**config.mk**
```make
export PLATFORM = sky130hd
export DESIGN_NAME = nv_param_store_flat
export DESIGN_NICKNAME = d
export VERILOG_FILES = /design/src/nv_pkg.sv /design/src/nv_link_if.sv /design/src/nv_param_store.sv /design/src/flat_wrapper.sv
export SDC_FILE = /design/constraint.sdc
export NUM_CORES = 2
export LEC_CHECK = 0
export ABC_CLOCK_PERIOD_IN_PS = 4800
export BUFFER_PORTS_ARGS = -buffer_cell sky130_fd_sc_hd__buf_2
export CAP_MARGIN = 15
export CORE_MARGIN = 3
export CORE_UTILIZATION = 25
export CTS_BUF_LIST = sky130_fd_sc_hd__clkbuf_8 sky130_fd_sc_hd__clkbuf_16
export DETAILED_ROUTE_END_ITERATION = 8
export GPL_TIMING_DRIVEN = 0
export PLACE_DENSITY_LB_ADDON = 0.2
export SYNTH_ARGS = -nofsm -noshare
export SYNTH_HDL_FRONTEND = slang
export SYNTH_SLANG_ARGS = --single-unit
```
**constraint.sdc**
```tcl
create_clock -name clk -period 4.8 [get_ports clk]
set_input_delay 0 -clock clk [delete_from_list [all_inputs] [get_ports clk]]
set_output_delay 0 -clock clk [all_outputs]
set_load 0.03 [all_outputs]
```
**src/nv_pkg.sv**
```systemverilog
package nv_pkg;
    localparam logic [31:0] SAVE_KEY = 32'h65766173;
    localparam logic [31:0] DISCARD_KEY = 32'h64616F6C;
    localparam logic [31:0] REBOOT_KEY = 32'h746F6F62;
    localparam logic [31:0] DONE_VALUE = 32'h00000001;
    localparam logic [31:0] MARKER_CLEAR = 32'h00000000;
    // object selector on the link
    localparam logic [2:0] OBJ_SAVE = 3'h0;
    localparam logic [2:0] OBJ_DISCARD = 3'h1;
    localparam logic [2:0] OBJ_MARKER = 3'h2;
    localparam logic [2:0] OBJ_REBOOT = 3'h3;
    localparam logic [2:0] OBJ_PARAM = 3'h4;
    // subindex to category
    localparam logic [7:0] SUB_ALL = 8'h01;
    localparam logic [7:0] SUB_COMM = 8'h02;
    localparam logic [7:0] SUB_APPL = 8'h03;
    localparam logic [7:0] SUB_CUST = 8'h04;
    localparam logic [7:0] SUB_DRIVE = 8'h05;
    localparam logic [7:0] SUB_TUNE = 8'h06;
    localparam int NCAT = 5;
    // category bit positions in a mask
    localparam int CAT_COMM = 0;
    localparam int CAT_APPL = 1;
    localparam int CAT_CUST = 2;
    localparam int CAT_DRIVE = 3;
    localparam int CAT_TUNE = 4;
    localparam logic [4:0] MASK_ALL = 5'h1F;
    localparam logic [4:0] MASK_ALL_BUT_TUNE = 5'h0F;
    // host register map
    localparam logic [3:0] REG_CMD = 4'h0;
    localparam logic [3:0] REG_ADDR = 4'h1;
    localparam logic [3:0] REG_DATA = 4'h2;
    localparam logic [3:0] REG_RDATA = 4'h3;
    localparam logic [3:0] REG_STATUS = 4'h4;
    localparam logic [3:0] REG_IRQ = 4'h5;
    localparam logic [3:0] REG_MASK = 4'h6;
    // command register bits
    localparam int CMD_WRITE = 0;
    localparam int CMD_READ = 1;
    // irq bits
    localparam int IRQ_DONE = 0;
    localparam int IRQ_READ = 1;
    localparam logic [1:0] IRQ_RESET = 2'h0;
    localparam int NV_CYCLES = 64;

    function automatic logic [4:0] cat_mask(input logic [7:0] sub,
                                            input logic discard);
        unique case (sub)
            SUB_ALL: cat_mask = discard ? MASK_ALL_BUT_TUNE : MASK_ALL;
            SUB_COMM: cat_mask = 5'h01;
            SUB_APPL: cat_mask = 5'h02;
            SUB_CUST: cat_mask = 5'h04;
            SUB_DRIVE: cat_mask = 5'h08;
            SUB_TUNE: cat_mask = 5'h10;
            default: cat_mask = 5'h00;
        endcase
    endfunction
endpackage

```
**src/nv_link_if.sv**
```systemverilog
interface nv_link_if;
    logic req;
    logic we;
    logic [2:0] obj;
    logic [7:0] sub;
    logic [31:0] wdata;
    logic ack;
    logic [31:0] rdata;
    logic busy;
    modport device(input req, we, obj, sub, wdata,
                   output ack, rdata, busy);
    modport master(output req, we, obj, sub, wdata,
                   input ack, rdata, busy);
endinterface

```
**src/nv_param_store.sv**
```systemverilog
// Function
// - save key on save subindex starts save
// - finished save overwrites key with one
// - subindex one all, two..six single categories
// - discard key deletes stored category values
// - discard all keeps tuning; six clears tuning
// - discard leaves working values until restart
// - reboot key on reboot subindex one restarts
// - marker writable, saved with save all
// - savable writes clear marker, except marker
// - master saves only at motor standstill
// - master waits for one before trusting; nv_master raises its done interrupt on the ack, and the host polls for one
// - master treats zero marker as modified; nv_master never reads the marker
// - tuning holds pole pairs, currents, feedback
// - drive holds submode, inertia, current, speed
// - only whole categories are ever stored
// - stored values reload at every reset
//
// The register offsets and strobed register access were decided locally.
module nv_param_store #(
    parameter int NV_CYCLES = nv_pkg::NV_CYCLES
) (
    input wire logic clk, // clock
    input wire logic arst_n, // async reset
    nv_link_if.device link, // master link
    input wire logic [31:0] working_in [nv_pkg::NCAT], // live params
    output logic [31:0] working_out [nv_pkg::NCAT], // loaded params
    output logic load_pulse, // reload strobe
    output logic restart_req // restart request
);
    typedef enum logic [1:0] {
        IDLE = 2'b00, STORE = 2'b01, BOOT = 2'b10
    } state_type;
    state_type state_reg;
    logic [$clog2(NV_CYCLES+1)-1:0] cnt_reg;
    // one word per category stands in for its object set
    logic [31:0] nv_mem [nv_pkg::NCAT];
    logic [nv_pkg::NCAT-1:0] nv_valid_reg = '0; // erased at power-up
    logic [31:0] live_prev_reg [nv_pkg::NCAT];
    logic [31:0] work_reg [nv_pkg::NCAT];
    logic [31:0] save_sub_reg [6];
    logic [31:0] disc_sub_reg [6];
    logic [31:0] marker_reg [2];
    logic [31:0] nv_marker [2];
    logic [4:0] op_mask_reg;
    logic op_disc_reg;
    logic [2:0] op_idx_reg;
    logic op_all_reg;
    logic wr;
    logic [2:0] idx;
    logic key_ok;
    logic start;

    assign wr = link.req && link.we;
    assign idx = link.sub[2:0] - 3'h1;
    assign key_ok = (link.sub >= nv_pkg::SUB_ALL)
        && (link.sub <= nv_pkg::SUB_TUNE);
    assign start = wr && key_ok && state_reg == IDLE
        && ((link.obj == nv_pkg::OBJ_SAVE
             && link.wdata == nv_pkg::SAVE_KEY)
         || (link.obj == nv_pkg::OBJ_DISCARD
             && link.wdata == nv_pkg::DISCARD_KEY));

    always_ff @(posedge clk or negedge arst_n) begin
        if (!arst_n) begin
            state_reg <= BOOT;
            cnt_reg <= '0;
            op_mask_reg <= 5'h00;
            op_disc_reg <= 1'b0;
            op_idx_reg <= 3'h0;
            op_all_reg <= 1'b0;
        end else begin
            unique case (state_reg)
                BOOT: state_reg <= IDLE;
                IDLE: begin
                    if (start) begin
                        state_reg <= STORE;
                        cnt_reg <= '0;
                        op_disc_reg <= link.obj == nv_pkg::OBJ_DISCARD;
                        op_mask_reg <= nv_pkg::cat_mask(link.sub,
                            link.obj == nv_pkg::OBJ_DISCARD);
                        op_idx_reg <= idx;
                        op_all_reg <= link.sub == nv_pkg::SUB_ALL;
                    end
                end
                STORE: begin
                    // long storage write modelled by a fixed wait
                    if (cnt_reg == ($clog2(NV_CYCLES+1))'(NV_CYCLES - 1))
                        state_reg <= IDLE;
                    else
                        cnt_reg <= cnt_reg + 1'b1;
                end
                default: state_reg <= IDLE;
            endcase
        end
    end

    wire done = state_reg == STORE
        && cnt_reg == ($clog2(NV_CYCLES+1))'(NV_CYCLES - 1);

    // nonvolatile content survives reset: no reset on these
    always_ff @(posedge clk) begin
        if (done) begin
            for (int i = 0; i < nv_pkg::NCAT; i++) begin
                if (op_mask_reg[i] && !op_disc_reg)
                    nv_mem[i] <= work_reg[i];
            end
            if (op_all_reg && !op_disc_reg) begin
                nv_marker[0] <= marker_reg[0];
                nv_marker[1] <= marker_reg[1];
            end
        end
    end

    // part of the stored image: a reset must not forget what was saved
    always_ff @(posedge clk) begin
        if (done)
            for (int i = 0; i < nv_pkg::NCAT; i++)
                if (op_mask_reg[i])
                    nv_valid_reg[i] <= !op_disc_reg;
    end

    // working copies change on reload, host write or live change, never on discard
    always_ff @(posedge clk or negedge arst_n) begin
        if (!arst_n) begin
            for (int i = 0; i < nv_pkg::NCAT; i++)
                work_reg[i] <= 32'h00000000;
        end else if (state_reg == BOOT) begin
            for (int i = 0; i < nv_pkg::NCAT; i++)
                work_reg[i] <= nv_valid_reg[i] ? nv_mem[i]
                                               : 32'h00000000;
        end else if (wr && link.obj == nv_pkg::OBJ_PARAM
                     && link.sub < 8'(nv_pkg::NCAT)) begin
            work_reg[link.sub[2:0]] <= link.wdata;
        end else begin
            // only a change on the live side is taken over, so a steady
            // input cannot undo a reload or a host write
            for (int i = 0; i < nv_pkg::NCAT; i++)
                if (working_in[i] != live_prev_reg[i])
                    work_reg[i] <= working_in[i];
        end
    end

    always_ff @(posedge clk or negedge arst_n) begin
        if (!arst_n)
            for (int i = 0; i < nv_pkg::NCAT; i++)
                live_prev_reg[i] <= 32'h00000000;
        else
            for (int i = 0; i < nv_pkg::NCAT; i++)
                live_prev_reg[i] <= working_in[i];
    end

    always_ff @(posedge clk or negedge arst_n) begin
        if (!arst_n) begin
            for (int i = 0; i < 6; i++) begin
                save_sub_reg[i] <= nv_pkg::DONE_VALUE;
                disc_sub_reg[i] <= nv_pkg::DONE_VALUE;
            end
        end else if (done) begin
            if (op_disc_reg)
                disc_sub_reg[op_idx_reg] <= nv_pkg::DONE_VALUE;
            else
                save_sub_reg[op_idx_reg] <= nv_pkg::DONE_VALUE;
        end else if (start) begin
            if (link.obj == nv_pkg::OBJ_SAVE)
                save_sub_reg[idx] <= link.wdata;
            else
                disc_sub_reg[idx] <= link.wdata;
        end
    end

    always_ff @(posedge clk or negedge arst_n) begin
        if (!arst_n) begin
            marker_reg[0] <= nv_pkg::MARKER_CLEAR;
            marker_reg[1] <= nv_pkg::MARKER_CLEAR;
        end else if (state_reg == BOOT) begin
            marker_reg[0] <= nv_valid_reg[nv_pkg::CAT_COMM]
                ? nv_marker[0] : nv_pkg::MARKER_CLEAR;
            marker_reg[1] <= nv_valid_reg[nv_pkg::CAT_COMM]
                ? nv_marker[1] : nv_pkg::MARKER_CLEAR;
        end else if (wr && link.obj == nv_pkg::OBJ_MARKER
                     && (link.sub == 8'h01 || link.sub == 8'h02)) begin
            marker_reg[link.sub[1]] <= link.wdata;
        end else if (wr && (link.obj == nv_pkg::OBJ_PARAM
                 || link.obj == nv_pkg::OBJ_DISCARD
                 || (link.obj == nv_pkg::OBJ_SAVE
                     && link.sub != nv_pkg::SUB_ALL))) begin
            marker_reg[0] <= nv_pkg::MARKER_CLEAR;
            marker_reg[1] <= nv_pkg::MARKER_CLEAR;
        end
    end

    always_ff @(posedge clk or negedge arst_n) begin
        if (!arst_n) begin
            link.ack <= 1'b0;
            link.rdata <= 32'h00000000;
            link.busy <= 1'b0;
            load_pulse <= 1'b0;
            restart_req <= 1'b0;
        end else begin
            link.ack <= link.req;
            link.busy <= state_reg == STORE || start;
            load_pulse <= state_reg == BOOT;
            restart_req <= wr && link.obj == nv_pkg::OBJ_REBOOT
                && link.sub == 8'h01
                && link.wdata == nv_pkg::REBOOT_KEY;
            unique case (link.obj)
                nv_pkg::OBJ_SAVE: link.rdata <= key_ok
                    ? save_sub_reg[idx] : 32'h00000000;
                nv_pkg::OBJ_DISCARD: link.rdata <= key_ok
                    ? disc_sub_reg[idx] : 32'h00000000;
                nv_pkg::OBJ_MARKER: link.rdata <= marker_reg[link.sub[1]];
                nv_pkg::OBJ_PARAM: link.rdata <= link.sub < 8'(nv_pkg::NCAT)
                    ? work_reg[link.sub[2:0]] : 32'h00000000;
                default: link.rdata <= 32'h00000000;
            endcase
        end
    end

    always_ff @(posedge clk or negedge arst_n) begin
        if (!arst_n)
            for (int i = 0; i < nv_pkg::NCAT; i++)
                working_out[i] <= 32'h00000000;
        else
            for (int i = 0; i < nv_pkg::NCAT; i++)
                working_out[i] <= work_reg[i];
    end
endmodule // nv_param_store

```
**src/flat_wrapper.sv**
```systemverilog
// flat-port wrapper written by rule: the top's interface ports become plain ports
module nv_param_store_flat 
#(
    parameter int NV_CYCLES = nv_pkg::NV_CYCLES
)
  (clk, arst_n, working_in, working_out, load_pulse, restart_req, link_req, link_we, link_obj, link_sub, link_wdata, link_ack, link_rdata, link_busy);
  nv_link_if link_i ();
  input wire logic clk;
  input wire logic arst_n;
  input wire logic [31:0] working_in[nv_pkg::NCAT];
  output logic [31:0] working_out[nv_pkg::NCAT];
  output logic load_pulse;
  output logic restart_req;
  input wire logic [$bits(link_i.req)-1:0] link_req;
  input wire logic [$bits(link_i.we)-1:0] link_we;
  input wire logic [$bits(link_i.obj)-1:0] link_obj;
  input wire logic [$bits(link_i.sub)-1:0] link_sub;
  input wire logic [$bits(link_i.wdata)-1:0] link_wdata;
  output wire logic [$bits(link_i.ack)-1:0] link_ack;
  output wire logic [$bits(link_i.rdata)-1:0] link_rdata;
  output wire logic [$bits(link_i.busy)-1:0] link_busy;
  assign link_i.req = link_req;
  assign link_i.we = link_we;
  assign link_i.obj = link_obj;
  assign link_i.sub = link_sub;
  assign link_i.wdata = link_wdata;
  assign link_ack = link_i.ack;
  assign link_rdata = link_i.rdata;
  assign link_busy = link_i.busy;
  nv_param_store #(.NV_CYCLES(NV_CYCLES)) u_core (.clk(clk), .arst_n(arst_n), .link(link_i), .working_in(working_in), .working_out(working_out), .load_pulse(load_pulse), .restart_req(restart_req));
endmodule
```
==> impl_metrics.toml <==
[status]
status = "finished, violations left"
violations = "negative setup slack"

[clocking]
cts_buffer_depth = 3
post-cts-setup-buffers = 0
clock-sinks = 1212
cts_tree = "yes"
htree_levels = 4
path_clk_slew_ns = 0.06
worst_skew_pair.late_latency_ns = 0.82
root_buffer = "clkbuf_16"
cts_buffers = 138

[route]
num_vias = 38073
routed.top_layer = "met4"
via_per_inst = 5.01
wl_per_cell_um = 29.3
wl_met1_mm = 91.1
met3WireLength_mm = 12.9
drt-total-wl_mm = 222
drc = 0
ant_nets = 0
first_pass_iters = 6
drt_iter0_drc = 4256
routed-wl-met2_mm = 104

[synth]
synth-xor-area-share = 0.0294
synth.area.mux_share = 0.0629
yosys_warnings = 0
synth_edf_count = 229
synthAdderAreaFrac = 0.00127
ys_seq_area_frac = 0.640
avgSynthCellArea_um2 = 12.5
async_flop_share = 0.811
yosysUniqueCellTypes = 69
synth_nets = 4141
synthCells = 3929
ys_seq_elements = 1212
synth_top_family_by_area = "compound AO/OA/AOI/OAI gates"
ys.flop_type = "dfrtp_1"
yosys.area_share.simple = 0.0851
synth_area_mm2 = 0.0492
synth-compound-area-share = 0.155

[timing]
period_minus_slack_ns = 4.94
fmax_ghz = 0.203
fin_hold_ws_ns = 0.0361
setup_viol = 4
layout_setup_ws_ns = -0.138
tightest_slew_ns = 1.23
fin_setup_tns_ns = -0.261
finalCritPeriodShare = 1.03
relSlewSlack = 0.178
grt_setup_unrepaired = "no"
final_hold_viol_count = 0
drv_slew = 0
finClkSkew_ns = 0.0613

[place]
dp_hpwl_mm = 160
gp_congestion = 0.945
dp.cells = 6964
placed_cell_area_mm2 = 0.0550
post-place-ws_ns = -1.62
io_buffers = 384

[pwr]
power_density_mw_per_mm2 = 376
peakVddDrop_mv = 0.380
leakage_nw = 29.7

[grt]
grt_use_total = 0.215
grt-ovfl-total = 0
grt_first_pass_wirelength_mm = 310
antenna_found_initial = 16
grt_pass1_vias = 38529
grt_max_degree = 156

[critical_path]
cp.required_ns = 5.35
path_max_fanout = 11
rr_worst_depth = 6
crit_type = "in -> reg"
r2r_end = "u_core.nv_mem[0][90]$_DFFE_PP_"
arrival_ns = 5.49
worst_setup_path_start_kind = "input port"
cp-end-kind = "flop"
r2r_slack_ns = 0.91
rr_startpoint = "u_core.cnt_reg[0]$_DFFE_PN0P_"

[finish]
n_fill_cell = 19747
drive_above_1_share = 0.145
regArea_mm2 = 0.0315
syn_to_final_growth_pct = 28.7
nNetsFinal = 5061
multi_input_area_mm2 = 0.0165
final_cells = 7592
final_area_mm2 = 0.0634

[worst_hold_path]
whs_path_depth = 3
hold_class = "in -> reg"
holdPathEnd = "u_core.work_reg[102]$_DFFE_PN0P_"
hp-start = "working_in[102]"

[die]
start_util = 0.252
die_area_mm2 = 0.202
die_w_um = 450
pin_count = 403
die_y_um = 450
rows = 162
coreArea_mm2 = 0.195

[run]
cap_violations = 0
-- synthesized netlist by cell type, types with 46 or more instances --
library cell | n | area (um2)
dfrtp_1 | 970 | 24300
nand2_1 | 302 | 1130
a21o_1 | 269 | 2020
mux2i_1 | 263 | 2630
o21ai_0 | 254 | 1270
clkbuf_1 | 246 | 923
edfxtp_1 | 229 | 6880
and2_1 | 188 | 1180
xor2_1 | 132 | 1160
a221o_1 | 130 | 1300
nor2_1 | 130 | 488
a21oi_1 | 127 | 636
a22o_1 | 64 | 561
inv_1 | 46 | 173
-- timing repair --
| action | 4_1_cts | 5_1_grt |
|---|---|---|
| gates resized for setup | 19 | 5 |
| hold buffers | 369 | 0 |
| setup endpoints to repair | 27 | 7 |
| endpoints found under the hold margin | 537 | 0 |
-- cells in the final DEF, fill, tap and decap left out, drive strengths merged, types with 35 or more instances in the layout --
| cell type | count |
|---|---|
| dfrtp | 970 |
| buf | 450 |
| clkbuf | 412 |
| dlygate4sd3 | 368 |
| nand2 | 302 |
| a21o | 269 |
| mux2i | 263 |
| o21ai | 255 |
| edfxtp | 229 |
| and2 | 188 |
| xor2 | 132 |
| nor2 | 130 |
| a221o | 130 |
| a21oi | 127 |
| inv | 97 |
| a22o | 64 |
| nor3 | 45 |
| nor4 | 40 |
| o22ai | 39 |
| a22oi | 35 |
| o211ai | 35 |
-- cell type report --
class,count,share of cell area
well taps,2624,0.0518
clock inverters,85,0.0118
multi-input cells,2380,0.260
clock buffers,165,0.0607
flip-flops and latches,1212,0.497
inverters,49,0.00290
plain buffers,287,0.0181
diodes,9,0.000355
repair buffers,781,0.0971
-- cell families after synthesis --
logic type	after synthesis
flops	1212
compound gates	1084
simple gates	834
buf+inv	337
mux	291
xor+xnor	165
fa+ha+maj	5
other cells	1
-- per-layer routing --
layer	vias up	GRT usage
met3	457	0.0368
met4	0	0.122
met5	-	0
li1	16137	-
met1	19791	0.273
met2	1688	0.347
-- worst max path at each step --
stage,start,endpoint,cells past startpoint
finish,link_sub[0],u_core.link.rdata[30]$_DFF_PN0_,13
global route,link_sub[0],u_core.link.rdata[30]$_DFF_PN0_,13
CTS,link_sub[0],u_core.link.rdata[30]$_DFF_PN0_,14
detailed placement,link_sub[0],u_core.link.rdata[25]$_DFF_PN0_,13
global placement,arst_n,u_core.disc_sub_reg[100]$_DFFE_PN0P_,1
floorplan,u_core.cnt_reg[0]$_DFFE_PN0P_,u_core.nv_marker[0][0]$_DFFE_PP_,6
-- critical path, stage by stage --
cell and delay [ns]:
buf_2 0.11, clkbuf_1 0.41, inv_2 0.30, clkdlybuf4s15_1 0.70
ha_4 0.43, xnor2_1 0.16, clkbuf_1 0.40, o21ai_0 0.80
clkbuf_1 0.68, buf_1 0.54, a21oi_1 0.20, a22oi_1 0.39
o221ai_1 0.32
-- where the power goes --
part / internal, mW / switching, mW
Clock: 6.21 / 4.55
Sequential: 10.7 / 0.275
Combinational: 0.704 / 1.41
-- stage by stage --
step	util	total power [mW]
3_5_place_dp	0.281	13.0
3_3_place_gp	0.279	13.0
4_1_cts	0.324	24.0
5_1_grt	0.324	24.6
2_1_floorplan	-	11.8
6_report	0.324	23.8
(Power assumes the default switching activity.)
